File: config.mk
export PLATFORM = sky130hd
export DESIGN_NAME = spinv_top
export DESIGN_NICKNAME = d
export VERILOG_FILES = /design/src/design/spinv_pkg.sv /design/src/design/spinv_lane.sv /design/src/design/spinv_top.sv
export VERILOG_INCLUDE_DIRS = /design/src /design/src/design
export SDC_FILE = /design/constraint.sdc
export NUM_CORES = 1
export LEC_CHECK = 0
export BUFFER_PORTS_ARGS = -buffer_cell sky130_fd_sc_hd__buf_2
export CORE_ASPECT_RATIO = 1.4
export CORE_MARGIN = 2
export CORE_UTILIZATION = 30
export DETAILED_ROUTE_END_ITERATION = 16
export PLACE_DENSITY = 0.64
export SLEW_MARGIN = 20
export SYNTH_ARGS = -nofsm -noshare
export SYNTH_HDL_FRONTEND = slang
export SYNTH_HIERARCHICAL = 1
export SYNTH_SLANG_ARGS = --single-unit
File: constraint.sdc
create_clock -name CLK -period 2 [get_ports CLK]
set_input_delay 0.4 -clock CLK [delete_from_list [all_inputs] [get_ports CLK]]
set_output_delay 0.4 -clock CLK [all_outputs]
set_load 0.005 [all_outputs]
File: src/design/spinv_params.svh
// Constants for the serial pin inversion and pin-function block.
// Assumes inclusion by bare name from the package and the modules that need it.
`ifndef SPINV_PARAMS_SVH
`define SPINV_PARAMS_SVH

// Address of the inversion and pin-function control register
`define SPINV_CTRL_ADDR 16'hff91
// Value after reset: reserved bits high, everything else off
`define SPINV_CTRL_RESET 8'hc0
// Bits that always read as one and ignore writes
`define SPINV_CTRL_RSVD 2'h3
// Value returned for a read of any other address
`define SPINV_UNMAPPED_DATA 8'h00

// Field positions inside the control register
`define SPINV_RX1_INVERT_BIT 0
`define SPINV_TX1_INVERT_BIT 1
`define SPINV_RX2_INVERT_BIT 2
`define SPINV_TX2_INVERT_BIT 3
`define SPINV_TX1_SELECT_BIT 4
`define SPINV_TX2_SELECT_BIT 5
// Width of the writable part of the register
`define SPINV_CTRL_RW_BITS 6

// Pin synchroniser depth in flip-flops
`define SPINV_SYNC_STAGES 2

`endif

File: src/design/spinv_pkg.sv
// Types shared by the serial pin inversion block.
// Assumes the constants header sits beside this file.
`include "spinv_params.svh"

package spinv_pkg;

    // Register bus address and data
    typedef logic [15:0] spinv_addr_t;
    typedef logic [7:0] spinv_data_t;
    // Writable part of the control register
    typedef logic [`SPINV_CTRL_RW_BITS-1:0] spinv_ctrl_t;

endpackage : spinv_pkg

File: src/design/spinv_lane.sv
// One serial channel's pin lane: receive inversion and transmit pin multiplexer.
// Assumes the serial channel and port logic run on CLK; pin levels are asynchronous.
`timescale 1ns/1ns
`include "spinv_params.svh"

module spinv_lane
    import spinv_pkg::*;
(
    input wire logic clk,
    input wire logic reset_n,
    input wire logic rx_invert,
    input wire logic tx_invert,
    input wire logic tx_select,
    input wire logic rx_pin,
    output logic rx_data,
    input wire logic tx_data,
    input wire logic port_dout,
    input wire logic port_dir,
    output logic port_din,
    input wire logic tx_pin_in,
    output logic tx_pin_out,
    output logic tx_pin_oe_n
);

    // Synchroniser chains; only the last stage is read by logic
    logic [`SPINV_SYNC_STAGES-1:0] rx_sync_r;
    logic [`SPINV_SYNC_STAGES-1:0] pin_sync_r;
    logic rx_clean;
    logic tx_shaped;

    // Receive pin and transmit pin readback both pass two flip-flops
    always_ff @(posedge clk or negedge reset_n) begin
        if (!reset_n) begin
            rx_sync_r <= '0;
            pin_sync_r <= '0;
        end else begin
            rx_sync_r <= {rx_sync_r[0], rx_pin};
            pin_sync_r <= {pin_sync_r[0], tx_pin_in};
        end
    end

    // Inversion is a bare XOR so a new setting acts at once, glitches included
    assign rx_clean = rx_sync_r[`SPINV_SYNC_STAGES-1];
    assign rx_data = rx_clean ^ rx_invert;
    assign tx_shaped = tx_data ^ tx_invert;

    // Pin multiplexer after the inverter: port use or serial transmit use
    assign tx_pin_out = tx_select ? tx_shaped : port_dout;
    assign tx_pin_oe_n = tx_select ? 1'b0 : ~port_dir;
    // Port logic always sees the pin level, whatever the pin is used for
    assign port_din = pin_sync_r[`SPINV_SYNC_STAGES-1];

endmodule : spinv_lane

File: src/design/spinv_top.sv
// Serial pin inversion and transmit pin-function control for two serial channels.
// Assumes the serial channels and port logic share CLK; pins are asynchronous to it.
//
// The plain strobed port is this design's own decision.
`timescale 1ns/1ns
`include "spinv_params.svh"

module spinv_top
    import spinv_pkg::*;
(
    input wire logic CLK,
    input wire logic RESET_N,
    // Register port
    input wire logic [15:0] REG_ADDR,
    input wire logic [7:0] REG_WDATA,
    input wire logic REG_WR,
    input wire logic REG_RD,
    output logic [7:0] REG_RDATA,
    // First serial channel side
    input wire logic SERIAL1_TX_DATA,
    output logic SERIAL1_RX_DATA,
    // Second serial channel side
    input wire logic SERIAL2_TX_DATA,
    output logic SERIAL2_RX_DATA,
    // Port logic side of the shared transmit pins
    input wire logic PORT3_BIT5_IO_DOUT,
    input wire logic PORT3_BIT5_IO_DIR,
    output logic PORT3_BIT5_IO_DIN,
    input wire logic PORT4_BIT2_IO_DOUT,
    input wire logic PORT4_BIT2_IO_DIR,
    output logic PORT4_BIT2_IO_DIN,
    // Receive pins
    input wire logic SERIAL1_RECEIVE_PIN,
    input wire logic SERIAL2_RECEIVE_PIN,
    // Transmit pins, shared with port use
    input wire logic SERIAL1_TRANSMIT_PIN_IN,
    output logic SERIAL1_TRANSMIT_PIN_OUT,
    output logic SERIAL1_TRANSMIT_PIN_OE_N,
    input wire logic SERIAL2_TRANSMIT_PIN_IN,
    output logic SERIAL2_TRANSMIT_PIN_OUT,
    output logic SERIAL2_TRANSMIT_PIN_OE_N
);

    localparam int NUM_CH = 2;

    // Only the writable bits are stored; the reserved pair is constant
    spinv_ctrl_t ctrl_r;
    spinv_ctrl_t ctrl_nxt;
    spinv_data_t rdata_r;
    spinv_data_t rdata_nxt;
    spinv_data_t ctrl_view;
    logic addr_hit;
    logic ctrl_wr;
    logic ctrl_rd;

    // Per-channel bundles for the generate loop; index 0 is the first channel
    logic [NUM_CH-1:0] rx_inv;
    logic [NUM_CH-1:0] tx_inv;
    logic [NUM_CH-1:0] tx_sel;
    logic [NUM_CH-1:0] rx_pin;
    logic [NUM_CH-1:0] rx_data;
    logic [NUM_CH-1:0] tx_data;
    logic [NUM_CH-1:0] port_dout;
    logic [NUM_CH-1:0] port_dir;
    logic [NUM_CH-1:0] port_din;
    logic [NUM_CH-1:0] pin_in;
    logic [NUM_CH-1:0] pin_out;
    logic [NUM_CH-1:0] pin_oe_n;

    // Address decode
    assign addr_hit = (REG_ADDR == `SPINV_CTRL_ADDR);
    assign ctrl_wr = REG_WR && addr_hit;
    assign ctrl_rd = REG_RD && addr_hit;

    // Reserved bits are forced high on every read and never stored
    assign ctrl_view = {`SPINV_CTRL_RSVD, ctrl_r};
    assign ctrl_nxt = ctrl_wr ? REG_WDATA[`SPINV_CTRL_RW_BITS-1:0] : ctrl_r;
    // Unmapped reads answer zero rather than leaving the bus undefined
    assign rdata_nxt = ctrl_rd ? ctrl_view :
                       (REG_RD ? `SPINV_UNMAPPED_DATA : rdata_r);

    // Control register; the write lands at the edge and acts the cycle after
    always_ff @(posedge CLK or negedge RESET_N) begin
        if (!RESET_N) begin
            ctrl_r <= spinv_ctrl_t'(`SPINV_CTRL_RESET);
        end else begin
            ctrl_r <= ctrl_nxt;
        end
    end

    // Read data register, valid in the cycle after the read strobe
    always_ff @(posedge CLK or negedge RESET_N) begin
        if (!RESET_N) begin
            rdata_r <= `SPINV_UNMAPPED_DATA;
        end else begin
            rdata_r <= rdata_nxt;
        end
    end

    assign REG_RDATA = rdata_r;

    // Field extraction; the fields feed the lanes directly, no retiming
    assign rx_inv = {ctrl_r[`SPINV_RX2_INVERT_BIT], ctrl_r[`SPINV_RX1_INVERT_BIT]};
    assign tx_inv = {ctrl_r[`SPINV_TX2_INVERT_BIT], ctrl_r[`SPINV_TX1_INVERT_BIT]};
    assign tx_sel = {ctrl_r[`SPINV_TX2_SELECT_BIT], ctrl_r[`SPINV_TX1_SELECT_BIT]};

    // Gather the separate ports into channel vectors
    assign rx_pin = {SERIAL2_RECEIVE_PIN, SERIAL1_RECEIVE_PIN};
    assign tx_data = {SERIAL2_TX_DATA, SERIAL1_TX_DATA};
    assign port_dout = {PORT4_BIT2_IO_DOUT, PORT3_BIT5_IO_DOUT};
    assign port_dir = {PORT4_BIT2_IO_DIR, PORT3_BIT5_IO_DIR};
    assign pin_in = {SERIAL2_TRANSMIT_PIN_IN, SERIAL1_TRANSMIT_PIN_IN};

    // One lane per channel
    generate
        for (genvar ch = 0; ch < NUM_CH; ch++) begin : g_lane
            spinv_lane u_lane (
                .clk(CLK),
                .reset_n(RESET_N),
                .rx_invert(rx_inv[ch]),
                .tx_invert(tx_inv[ch]),
                .tx_select(tx_sel[ch]),
                .rx_pin(rx_pin[ch]),
                .rx_data(rx_data[ch]),
                .tx_data(tx_data[ch]),
                .port_dout(port_dout[ch]),
                .port_dir(port_dir[ch]),
                .port_din(port_din[ch]),
                .tx_pin_in(pin_in[ch]),
                .tx_pin_out(pin_out[ch]),
                .tx_pin_oe_n(pin_oe_n[ch])
            );
        end
    endgenerate

    // Spread the lane results back onto the named ports
    assign SERIAL1_RX_DATA = rx_data[0];
    assign SERIAL2_RX_DATA = rx_data[1];
    assign PORT3_BIT5_IO_DIN = port_din[0];
    assign PORT4_BIT2_IO_DIN = port_din[1];
    assign SERIAL1_TRANSMIT_PIN_OUT = pin_out[0];
    assign SERIAL1_TRANSMIT_PIN_OE_N = pin_oe_n[0];
    assign SERIAL2_TRANSMIT_PIN_OUT = pin_out[1];
    assign SERIAL2_TRANSMIT_PIN_OE_N = pin_oe_n[1];

    // Cycles since reset release, saturating; lets checks skip synchroniser fill
    logic [1:0] alive_cnt_r;
    always_ff @(posedge CLK or negedge RESET_N) begin
        if (!RESET_N) begin
            alive_cnt_r <= 2'h0;
        end else if (alive_cnt_r != 2'h3) begin
            alive_cnt_r <= alive_cnt_r + 2'h1;
        end
    end
endmodule : spinv_top

# ---- Yosys cells after proc, flatten, opt, wreduce, memory -nomap -nowiden
# Index checks and enable logic that the tools add are counted.
# Widths: inputs -> output; s select.
dict set report totals {
  reg_bits 22
  in_bits 38
  elab_cells 22
  output_inout_bits 16
}
dict set report op_classes {
  muxes 6
  reduce_logical 3
  n_eq_ne 1
  n_bitwise 6
}
# op n
set ops {}
lappend ops {{$eq 16x16->1 const B} 1}
lappend ops {{$mux 8} 2}
lappend ops {{$mux 1} 4}
lappend ops {{$xor 1x1->1} 4}
lappend ops {{$logic_and 1x1->1} 2}
lappend ops {{$not 1->1} 2}
lappend ops {{$reduce_bool 2->1} 1}

# ---- Depth between registers and ports, before layout
dict set report logic_depth {
  word_depth 3
  mapped_depth 5
  ltp_nobuf 4
}

# ---- Cells and area by module
# Netlist, hierarchy kept.
# module area_each_um2 instances cells_each seq_area_each_um2
set by_module_without_submodules {}
lappend by_module_without_submodules {spinv_top 608.1 1 36 325.3}
lappend by_module_without_submodules {spinv_lane 130.1 2 9 100.1}

# ---- Worst setup path after synthesis
# OpenSTA, ideal clock, no wires.
dict set report synth_path {
  path_type {input port to flip-flop}
  start {in REG_ADDR[5]}
  end {reg ctrl_r[0]}
  setup_slack_ns 0.501
  arrival_ns 1.374
  n_path_buf 0
  cell_stages 4
  setup_ns 0.125
  required_time_ns 1.875
  cell_sequence {nand4bb_4 -> nor4_4 -> nand2_4 -> mux2_4}
}
dict set report synth_via {
  elab_chain_cells 2
}
# item line
set synth_lines {}
lappend synth_lines {{from (decl)} spinv_top.sv:14} ;# input wire logic [15:0] REG_ADDR,
lappend synth_lines {{$eq 16x16->1 (no line)} --}
lappend synth_lines {{$logic_and 1x1->1} spinv_top.sv:72} ;# assign ctrl_wr = REG_WR && addr_hit;
lappend synth_lines {{to (signal assigned)} spinv_top.sv:85} ;# ctrl_r <= spinv_ctrl_t'(`SPINV_CTRL_RESET);
lappend synth_lines {{to (signal assigned)} spinv_top.sv:87} ;# ctrl_r <= ctrl_nxt;
lappend synth_lines {{to (decl)} spinv_top.sv:47} ;# spinv_ctrl_t ctrl_r;
# Every way passes these cells.
# A chain may end at the register's enable or synchronous reset.

# ---- Worst setup path in the final report
dict set report layout_path {
  start {reg ctrl_r[1]}
  end {out SERIAL1_TRANSMIT_PIN_OUT}
}
dict set report layout_via {
  elab_chain_cells 2
}
# item line
set layout_lines {}
lappend layout_lines {{$xor 1x1->1} spinv_lane.sv:45} ;# assign tx_shaped = tx_data ^ tx_invert;
lappend layout_lines {{$mux 1} spinv_lane.sv:48} ;# assign tx_pin_out = tx_select ? tx_shaped : port_dout;
lappend layout_lines {{to (decl)} spinv_top.sv:37} ;# output logic SERIAL1_TRANSMIT_PIN_OUT,
# Every way passes these cells.

==> flow_summary.yaml <==
run_status:
  status: "complete, no violations"
timing:
  fin_crit_sh: 0.7285
  drv_slew: 0
  rsz0062_at_grt: "no"
  worst_pin_slew_ps: 436.9
  tns_ps: 0
  hold_viol: 0
  finalCriticalPeriod_ps: 1457
  skew_ps: 1.046
  fmax_ghz: 0.6863
  setup-violations-final: 0
  maxSlewHeadroom: 0.7088
drt:
  drt_pre_antenna_iters: 4
  vias_per_cell: 4.333
  drt-total-wl_microns: 1544
  wl_per_cell_microns: 10.72
  antenna_left: 0
  drt_iter0_markers: 1
  route.detailed.drc: 0
  vias: 624
yosys:
  syn_avg_cell_area_sq_um: 16.08
  synthDistinctLibCells: 17
  synth_cells: 54
  synth_top_cell_by_area: "dfrtp_1"
  synth_area_sq_um: 868.3
  synthTopCellsByArea: "dfrtp_1 (61%), mux2_4 (10%), nand4bb_4 (6.3%), a22o_1 (6.1%), nor4_4 (2.4%)"
  yosysWarnings: 6
  yosysTopAreaCellShare: 0.6052
  synth-seq-cells: 21
  synth_nets: 92
  seq_area_frac_synth: 0.6052
pwr:
  netSwitchingFraction: 0.1942
  internal-power_uw: 613.1
  p_total_uw: 760.9
  p_leak_nw: 0.6708
  peakVddDrop_v: 0.0003539
  seqPwrFrac: 0.572
  pwr-share-clk: 0.339
  cellPowerDensity_nw_per_um2: 636.1
  comb_power_share: 0.090
  p_switching_uw: 147.8
global_route:
  grt.busiest_layer: "met2"
  first_global_vias: 529
  antenna_found_initial: 0
  use_met3: 0.006637
  grt_pass1_wl_microns: 2263
  grtUsageMet1: 0.1100
  grt.total_usage: 0.08910
  grt_overflow: 0
  grt_use_met2: 0.1537
  grt_max_degree: 22
clocking:
  cts_root_buf: "clkbuf_8"
  hold_buffers: 0
  path_clk_slew_ps: 70
  cts-htree-levels: 1
  clock_latency_ps: 250
  clkSinkCount: 21
  cts_setup_buffers: 0
  cts_tree: "yes"
  numCtsBuffers: 3
  clock_path_buffers: 2
  cts_repair_resize_count: 0
critical_path:
  crit_type: "flip-flop to output port"
  reg2regPathDepth: 1
  path_max_fanout: 3
  setup.worst_path.start_class: "flip-flop"
  cp.required_ps: 1600
  slowest_stage: "dfrtp_1"
  arrival_ps: 1060
  r2r_slack_ps: 1200
  r2r-start: "ctrl_r[5]"
  cp-end-kind: "output port"
  timing.rr.end: "ctrl_r[5]"
  crit_end: "SERIAL1_TRANSMIT_PIN_OUT"
  worstSetupStartpoint: "ctrl_r[1]"
  crit_chain: "xnor2_1, a21oi_1, buf_2"
  max_stage_delay_ps: 400
floorplan:
  die-height_microns: 67.66
  die_x_microns: 49.47
  io_pins: 54
  dieArea_sq_um: 3347
  core_area_sq_um: 2820
  rows: 23
  start_util: 0.3079
cells_and_area:
  fin_nets: 146
  final.fill_count: 299
  areaGrowthSynthToFinish_pct: 37.75
  drive_gt1_frac: 0.6075
  seq_area_sq_um: 525.5
  n_antenna_cell: 0
  multi_input_area_sq_um: 320.3
  utilization: 0.4241
place:
  port_buffers: 51
  routabilityCongestion: 0.5978
flow_run:
  max-cap-violations: 0
min_path:
  hp-class: "input pin to async pin"
## power groups by stage
stage	sequential [mW]	combinational, mW	clock (mW)
3_5_place_dp	0.443	0.0699	0
5_1_grt	0.435	0.0768	0.286
3_3_place_gp	0.443	0.0681	0
4_1_cts	0.435	0.0701	0.267
6_report	0.435	0.0683	0.258
2_1_floorplan	0.443	0.0167	0
## synth_stat cells
cell type and instances:
and2_2 1, nand2_4 1, buf_6 1, xnor2_1 2
nor2_1 4, nand4_1 1, a21oi_1 2, mux2_4 6
a22o_1 6, nand4b_1 1, inv_1 1, buf_4 1
nand4bb_4 2, dfrtp_1 21, a21o_1 1, xor2_1 2
nor4_4 1
## state kept, by name, summed over array words and instances (netlist names)
register and cells:
REG_RDATA 7, g_lane.u_lane/pin_sync_r 4, g_lane.u_lane/rx_sync_r 4, ctrl_r 6
## stage by stage
step	cells	cell area (sq um)	hold WS, ps	setup WS [ps]
floorplan	54	868.3	104.4	500.8
global placement	140	1151	333.0	330.7
detailed placement	140	1151	334.7	315.8
CTS	144	1196	102.1	524.6
global route	144	1196	122.7	466.5
finish	144	1196	87.53	543.0
## kinds of logic (layout without fill, tap and decap cells)
kind of cell / after synthesis / after routing / share of synthesized area
buffers and inverters: 3 / 56 / 0.02593
XOR/XNOR: 4 / 4 / 0.04035
multiplexers: 6 / 6 / 0.1038
flip-flops: 21 / 21 / 0.6052
AND/OR/NAND/NOR: 11 / 11 / 0.1441
AO/OA/AOI/OAI: 9 / 9 / 0.08069
## how the worst min path moves through the flow
stage / start / endpoint
floorplan: RESET_N / REG_RDATA[0]
global placement: g_lane[1].u_lane/pin_sync_r[0] / g_lane[1].u_lane/pin_sync_r[1]
detailed placement: g_lane[0].u_lane/rx_sync_r[0] / g_lane[0].u_lane/rx_sync_r[1]
CTS: RESET_N / g_lane[1].u_lane/pin_sync_r[0]
global route: RESET_N / REG_RDATA[3]
finish: RESET_N / g_lane[1].u_lane/pin_sync_r[0]
## final cells by class
type,count,share of cell area
clock buffers,4,0.03766
inverters,1,0.003138
multi-input cells,30,0.2678
flip-flops and latches,21,0.4393
well taps,37,0.03870
repair buffers,51,0.2134
## placed cells by master (no fill, tap or decap)
| cell | n |
|---|---|
| buf_2 | 51 |
| dfrtp_1 | 21 |
| a22o_1 | 6 |
| mux2_4 | 6 |
| nor2_1 | 4 |
| clkbuf_8 | 3 |
| nand4bb_4 | 2 |
| xnor2_1 | 2 |
| a21oi_1 | 2 |
| xor2_1 | 2 |
| inv_1 | 1 |
| nand4b_1 | 1 |
| nand4_1 | 1 |
| nor4_4 | 1 |
| and2_2 | 1 |
| nand2_4 | 1 |
| a21o_1 | 1 |
| clkbuf_1 | 1 |
## worst max-delay path, delay by kind of cell (launching register included)
kind / cells / cell delay (ps)
AO/OA/AOI/OAI: 1 / 140
buffers and inverters: 1 / 120
flip-flops: 1 / 400
XOR/XNOR: 1 / 140
## layer usage
| layer | routed length (microns) | share of wire |
|---|---|---|
| met1 | 592 | 0.38 |
| met2 | 809 | 0.52 |
| met3 | 117 | 0.076 |
| met4 | 25 | 0.016 |
| met5 | 0 | 0 |
No activity file was read; power rests on OpenSTA's default activity.
